## src/pkg/aht_map.vh

```
`ifndef AHT_MAP_VH
`define AHT_MAP_VH
// per-channel register indices, channel n at base + n * stride
`define AHT_HYST_IDX 8'h15
`define AHT_HIGH_UPPER_IDX 8'h16
`define AHT_HIGH_LOWER_IDX 8'h17
`define AHT_LOW_UPPER_IDX 8'h18
`define AHT_LOW_LOWER_IDX 8'h19
`define AHT_CH_STRIDE 8'h05
`define AHT_LAST_IDX 8'h3C
// own control register: variant select
`define AHT_CFG_IDX 8'h40
// field positions
`define AHT_FIELD_MSB 7
`define AHT_FIELD_LSB 2
// reset values
`define AHT_HYST_RST 6'h00
`define AHT_HIGH_UPPER_RST 8'h01
`define AHT_HIGH_LOWER_RST 6'h01
`define AHT_LOW_UPPER_RST 8'h00
`define AHT_LOW_LOWER_RST 6'h00
`endif

```

## src/rtl/aht_regs.v

```verilog
// Contract
// - hysteresis register bits 7..2 hold a writable 6-bit band, shared by high and low
// - band value k gives plus or minus k codes; zero means none
// - bits 1..0 of hysteresis and high lower registers read zero, ignore writes
// - high upper register holds threshold bits 13..6, read and write
// - high lower register bits 7..2 hold threshold bits 5..0, read and write
// - threshold is upper byte joined above lower six bits, left aligned in 16
// - each channel owns five consecutive byte registers, 14-bit high and low limits
// - four-channel variant ignores writes to channels 4..7 and reads all ones
//
// Implementation choice: the Avalon-MM register port.
`include "aht_map.vh"

module aht_regs #(
	parameter CHANNELS = 8
) (
	// clock and reset
	input wire clock_i,
	input wire nrst_i,
	// avalon-mm slave, word addressed by register index
	input wire [7:0] address_i,
	input wire read_i,
	input wire write_i,
	input wire [31:0] writedata_i,
	output wire [31:0] readdata_o,
	output wire waitrequest_o,
	// settings toward the comparators
	output wire [CHANNELS*6-1:0] alarm_band_width_o,
	output wire [CHANNELS*16-1:0] high_limit_o,
	output wire [CHANNELS*16-1:0] low_limit_o,
	output wire four_channel_o
);

////////////////////////////////////////////////////////////////////////////////
// address decode

	// returns channel index, or 15 if index lies outside the threshold block
	function [3:0] chan_of;
		input [7:0] idx;
		reg [7:0] rel;
		reg [7:0] quo;
		begin
			rel = idx - `AHT_HYST_IDX;
			// quotient never exceeds 7 inside the block, so four bits suffice
			quo = rel / `AHT_CH_STRIDE;
			if (idx < `AHT_HYST_IDX || idx > `AHT_LAST_IDX)
				chan_of = 4'hF;
			else
				chan_of = quo[3:0];
		end
	endfunction

	// slot 0..4 within a channel
	function [2:0] slot_of;
		input [7:0] idx;
		reg [7:0] rel;
		reg [7:0] rem;
		begin
			rel = idx - `AHT_HYST_IDX;
			rem = rel % `AHT_CH_STRIDE;
			slot_of = rem[2:0];
		end
	endfunction

	// read view of one channel slot; the fixed zero bits are packed here and in the limit outputs
	function [7:0] slot_view;
		input [2:0] slot;
		input [5:0] hyst;
		input [7:0] hup;
		input [5:0] hlo;
		input [7:0] lup;
		input [5:0] llo;
		begin
			case (slot)
				3'd0: slot_view = {hyst, 2'b00};
				3'd1: slot_view = hup;
				3'd2: slot_view = {hlo, 2'b00};
				3'd3: slot_view = lup;
				3'd4: slot_view = {llo, 2'b00};
				default: slot_view = 8'h00;
			endcase
		end
	endfunction

	wire [3:0] acc_ch = chan_of(address_i);
	wire [2:0] acc_slot = slot_of(address_i);
	wire in_block = (acc_ch != 4'hF);
	wire is_cfg = (address_i == `AHT_CFG_IDX);

////////////////////////////////////////////////////////////////////////////////
// bus answer sequencer

	// one-hot: idle waits for a request, answer lasts exactly one cycle
	localparam ST_IDLE = 2'b01;
	localparam ST_ANSWER = 2'b10;

	reg [1:0] state_reg;
	reg [1:0] state_next;

	always @* begin
		state_next = state_reg;
		case (state_reg)
			ST_IDLE: begin
				if (read_i | write_i)
					state_next = ST_ANSWER;
			end
			ST_ANSWER: begin
				// back to idle so back-to-back requests each wait once
				state_next = ST_IDLE;
			end
			default: begin
				state_next = ST_IDLE;
			end
		endcase
	end

	always @(posedge clock_i) begin
		if (!nrst_i)
			state_reg <= ST_IDLE;
		else
			state_reg <= state_next;
	end

	wire ack_now = (state_reg == ST_ANSWER);

	reg four_ch_reg;
	reg [31:0] rdata_reg;

	// one wait state: request is accepted at the edge where ack_now is high
	assign waitrequest_o = (read_i | write_i) & ~ack_now;
	assign readdata_o = rdata_reg;
	assign four_channel_o = four_ch_reg;

	// writes land only at the accepting edge, never while stalled
	wire wr_fire = write_i & ack_now;
	// channels 4..7 absent on the small variant
	wire hidden = four_ch_reg & (acc_ch >= 4'd4) & in_block;

////////////////////////////////////////////////////////////////////////////////
// per-channel storage

	wire [7:0] rd_vec [0:CHANNELS-1];

	genvar g;
	generate
		for (g = 0; g < CHANNELS; g = g + 1) begin : ch
			reg [5:0] hyst_reg;
			reg [7:0] hup_reg;
			reg [5:0] hlo_reg;
			reg [7:0] lup_reg;
			reg [5:0] llo_reg;
			wire sel = wr_fire & in_block & ~hidden & (acc_ch == g);
			wire hyst_we = sel & (acc_slot == 3'd0);
			wire hup_we = sel & (acc_slot == 3'd1);
			wire hlo_we = sel & (acc_slot == 3'd2);
			wire lup_we = sel & (acc_slot == 3'd3);
			wire llo_we = sel & (acc_slot == 3'd4);

			// written bits 1..0 are dropped here, not stored
			always @(posedge clock_i) begin
				if (!nrst_i)
					hyst_reg <= `AHT_HYST_RST;
				else if (hyst_we)
					hyst_reg <= writedata_i[7:2];
			end

			always @(posedge clock_i) begin
				if (!nrst_i)
					hup_reg <= `AHT_HIGH_UPPER_RST;
				else if (hup_we)
					hup_reg <= writedata_i[7:0];
			end

			always @(posedge clock_i) begin
				if (!nrst_i)
					hlo_reg <= `AHT_HIGH_LOWER_RST;
				else if (hlo_we)
					hlo_reg <= writedata_i[7:2];
			end

			always @(posedge clock_i) begin
				if (!nrst_i)
					lup_reg <= `AHT_LOW_UPPER_RST;
				else if (lup_we)
					lup_reg <= writedata_i[7:0];
			end

			always @(posedge clock_i) begin
				if (!nrst_i)
					llo_reg <= `AHT_LOW_LOWER_RST;
				else if (llo_we)
					llo_reg <= writedata_i[7:2];
			end

			// band is raw code count, no scaling applied downstream
			assign alarm_band_width_o[g*6 +: 6] = hyst_reg;
			assign high_limit_o[g*16 +: 16] = {hup_reg, hlo_reg, 2'b00};
			assign low_limit_o[g*16 +: 16] = {lup_reg, llo_reg, 2'b00};
			assign rd_vec[g] = slot_view(acc_slot, hyst_reg, hup_reg, hlo_reg, lup_reg, llo_reg);
		end
	endgenerate

////////////////////////////////////////////////////////////////////////////////
// read data and variant control

	// read data is captured in the stall cycle, so it stands at the accepting edge
	always @(posedge clock_i) begin
		if (!nrst_i) begin
			rdata_reg <= 32'h0000_0000;
		end else if (read_i & ~ack_now) begin
			if (hidden)
				rdata_reg <= 32'h0000_00FF;
			else if (in_block && acc_ch < CHANNELS)
				rdata_reg <= {24'h00_0000, rd_vec[acc_ch[2:0]]};
			else if (is_cfg)
				rdata_reg <= {31'h0000_0000, four_ch_reg};
			else
				rdata_reg <= 32'h0000_0000;
		end
	end

	// variant select is a local setting; reset favours the eight-channel map
	always @(posedge clock_i) begin
		if (!nrst_i)
			four_ch_reg <= 1'b0;
		else if (wr_fire & is_cfg)
			four_ch_reg <= writedata_i[0];
	end

endmodule

```

## config.mk

```make
export PLATFORM = sky130hd
export DESIGN_NAME = aht_regs
export DESIGN_NICKNAME = d
export VERILOG_FILES = /design/src/rtl/aht_regs.v
export VERILOG_INCLUDE_DIRS = /design/src /design/src/pkg
export SDC_FILE = /design/constraint.sdc
export NUM_CORES = 1
export LEC_CHECK = 0
export BUFFER_PORTS_ARGS = -buffer_cell sky130_fd_sc_hd__buf_2
export CORE_MARGIN = 2
export CORE_UTILIZATION = 60
export CTS_BUF_LIST = sky130_fd_sc_hd__clkbuf_8
export DETAILED_ROUTE_END_ITERATION = 12
export GPL_TIMING_DRIVEN = 0
export PLACE_DENSITY_LB_ADDON = 0.3
export SLEW_MARGIN = 15
export SYNTH_ARGS = -nofsm -noshare
export SYNTH_HDL_FRONTEND = slang
export SYNTH_SLANG_ARGS = --single-unit
export TNS_END_PERCENT = 50
```

## constraint.sdc

```tcl
create_clock -name clock_i -period 13.3 [get_ports clock_i]
set_input_delay 1.995 -clock clock_i [delete_from_list [all_inputs] [get_ports clock_i]]
set_output_delay 1.995 -clock clock_i [all_outputs]
set_load 0.005 [all_outputs]
```

==> run_results.csv <==
group,metric,value,unit
power,ir_drop,100.8,µV
cts,clkSinkCount,283,
logic_synthesis,synth_common_cells,"352 x nand2_1, 283 x dfxtp_1, 121 x mux2i_1",
logic_synthesis,synth.avg_cell_area,8.411,µm²
logic_synthesis,synth_top_area_cell,"dfxtp_1",
setup_path,critPathMaxStageDelay,700,ps
logic_synthesis,syn_area,14920,µm²
floorplanning,die_x,161.7,µm
run_status,outcome,"finished, final reports clean",
cells_and_area,final_cell_area,18020,µm²
cts,cts_inserted_buffers,46,
power,power.share.clock,36.5,%
logic_synthesis,synth_most_common_cell,"nand2_1",
cells_and_area,antenna_cells,0,
floorplanning,io_pins,382,
floorplanning,core,24390,µm²
logic_synthesis,synth_compound_area_share,22.38,%
cts,path_clk_slew,70,ps
power,p_leak,7.613,nW
drt,drt_wl_total,65.30,mm
logic_synthesis,ys_types,79,
drt,via_count,16730,
cts,cts_tree,"done",
timing,rsz0062_at_grt,"no",
logic_synthesis,ys.flop_type,"dfxtp_1",
cells_and_area,layout.cells.non_filler,2529,
setup_path,crit_buf_inv,8,
timing,hold_viol,0,
power,internal-power,0.001473,W
power,power_density,129.8,nW/µm²
cts,root_buffer,"clkbuf_8",
placement,postPlaceCellArea,16990,µm²
timing,fin_tns_setup,0,ps
logic_synthesis,async_flop_share,0,%
cts,clock_latency,610,ps
grt,grt.total_usage,47.82,%
logic_synthesis,synthAdderAreaFrac,0.5031,%
logic_synthesis,synth_edf_count,0,
floorplanning,rows,57,
timing,max_freq,0.1087,GHz
cts,cts-resized-gates,0,
cells_and_area,syn2layout_area_growth,20.76,%
drt,route.detailed.drc,0,
logic_synthesis,synthTopCellsByArea,"dfxtp_1 38%, nand2_1 8.9%, mux2i_1 8.1%, nor2b_1 4.9%, a21boi_0 4.8%",
placement,gp_congestion,1.041,
timing,min_period,9199,ps
power,switching_share,37.04,%
setup_path,worst_ep_required_time,13830,ps
logic_synthesis,synthMuxAreaShare,11.14,%
drt,via_per_inst,6.614,
logic_synthesis,syn_inst,1774,
setup_path,cp_top_family,"compound AO/OA/AOI/OAI gates",
logic_synthesis,synth_warnings,0,
grt,gr-total-overflow,0,
power,power_frac_comb,27.2,%
setup_path,critPathMaxFanout,10,
logic_synthesis,synth-simple-area-share,20.70,%
power,design_power_total,0.002339,W
drt,ant_nets,0,
logic_synthesis,synth_top_family_by_area,"compound AO/OA/AOI/OAI gates",
timing,worst_pin_slew,1068,ps
placement,io_buffers,292,
cells_and_area,nets,2219,
timing,fin_hold_ws,425.7,ps
power,p_sw,0.0008664,W
power,p_seq_share,36.3,%
hold_path,hold_path_class,"flop to flop",
run,maxCapViolCount,0,
logic_synthesis,synth_xor_area_share,0.1761,%
grt,grt_max_degree,13,
grt,antenna_found_initial,0,
cts,h-tree-depth,2,
cts,cts_hold_buf,0,
placement,hpwlAfterDp,47.53,mm
cells_and_area,layout-drive-gt1-share,23.76,%
floorplanning,start_util,61.17,%
setup_path,crit_slowest_cell,"a211oi_1",
timing,setup_viol,0,
setup_path,cp-end-kind,"flop",
logic_synthesis,ys_seq_elements,283,
drt,wire_per_inst,25.82,µm
timing,fin_crit_sh,69.17,%
timing,clock_skew,44.44,ps
floorplanning,dieArea,26150,µm²
logic_synthesis,synth_top_area_share,37.97,%
setup_path,arrival,9720,ps
setup_path,path_class,"input pin to flop",
floorplanning,die_y,161.7,µm
grt,grt_pass1_wl,94.36,mm
cts,cts_setup_buffers,0,
setup_path,start_kind,"input pin",
timing,slew_viol_final,0,
placement,placed_cells,2445,
cts,clockBufferDepth,3,
logic_synthesis,yosysSeqAreaShare,37.97,%
drt,drtIter0Drc,2652,
timing,slew-limit-headroom,28.57,%
drt,dr.pass1.iters,7,
grt,grt_pass1_vias,15470,
## routing by layer
| metal | GRT usage (%) | routed length, µm | up-vias |
|---|---|---|---|
| li1 | - | - | 6951 |
| met1 | 60.11 | 22600 | 7730 |
| met2 | 73.66 | 27960 | 1599 |
| met3 | 13.07 | 9764 | 446 |
| met4 | 28.68 | 4957 | 2 |
| met5 | 0 | 20 | - |
## power groups by stage
| stage | Sequential, W | Clock (W) | Combinational [W] |
|---|---|---|---|
| after floorplan | 0.000868 | 0 | 0.000352 |
| after global placement | 0.000868 | 0 | 0.000581 |
| after detailed placement | 0.000868 | 0 | 0.000585 |
| after CTS | 0.000849 | 0.000840 | 0.000587 |
| after global routing | 0.000849 | 0.000879 | 0.000626 |
| final | 0.000849 | 0.000855 | 0.000635 |
## cell families (layout without fill, tap and decap cells)
kind of cell             Yosys count  in the layout
AO/OA/AOI/OAI                    451            451
XOR/XNOR                           3              3
adder cells (fa/ha/maj)            6              6
buffers and inverters            202            578
flip-flops                       283            283
multiplexers                     161            161
other                              1             56
AND/OR/NAND/NOR                  667            667
## worst paths after layout
check | from | to | slack, ps | depth (start not counted)
hold / removal | state_reg[1] | state_reg[1] | 430 | 1
hold reg to reg | state_reg[1] | state_reg[1] | 430 | 1
setup reg to reg | state_reg[1] | ch[5].lup_reg[3] | 10330 | 9
setup / recovery | address_i[0] | readdata_o[6] | 4100 | 31
## worst reg2reg max path: cells and delay by family (launching register included)
family,cells,cell delay (ps)
AO/OA/AOI/OAI,1,220
buffers and inverters,2,470
flip-flops,1,320
AND/OR/NAND/NOR,6,1900
## per-stage QoR
stage               utilization, %  setup slack (ps)
finish                       73.87              4101
global route                 73.87              3836
CTS                          73.87              4617
detailed placement           69.67              4056
global placement             69.67              4148
floorplan                        -              5745
## layout make-up
class	count	area, µm²
Buffer	185	997.2
Clock buffer	58	798.3
Clock inverter	26	226.5
Fill cell	1854	6372
Inverter	17	63.81
Multi-Input combinational cell	1344	8401
Sequential cell	283	5665
Tap cell	324	405.4
Timing Repair Buffer	292	1461
## cell usage in the layout, fill, tap and decap left out, types with 44 or more instances in the layout
| cell type | n |
|---|---|
| a21boi_0 | 96 |
| a21boi_1 | 52 |
| a21oi_1 | 55 |
| a22oi_1 | 68 |
| buf_2 | 324 |
| buf_4 | 68 |
| clkbuf_1 | 78 |
| clkbuf_8 | 58 |
| conb_1 | 56 |
| dfxtp_1 | 283 |
| mux2i_1 | 121 |
| nand2_1 | 352 |
| nand3_1 | 68 |
| nor2_1 | 54 |
| nor2b_1 | 116 |
| o21ai_0 | 44 |
No activity file was read; power rests on OpenSTA's default activity.
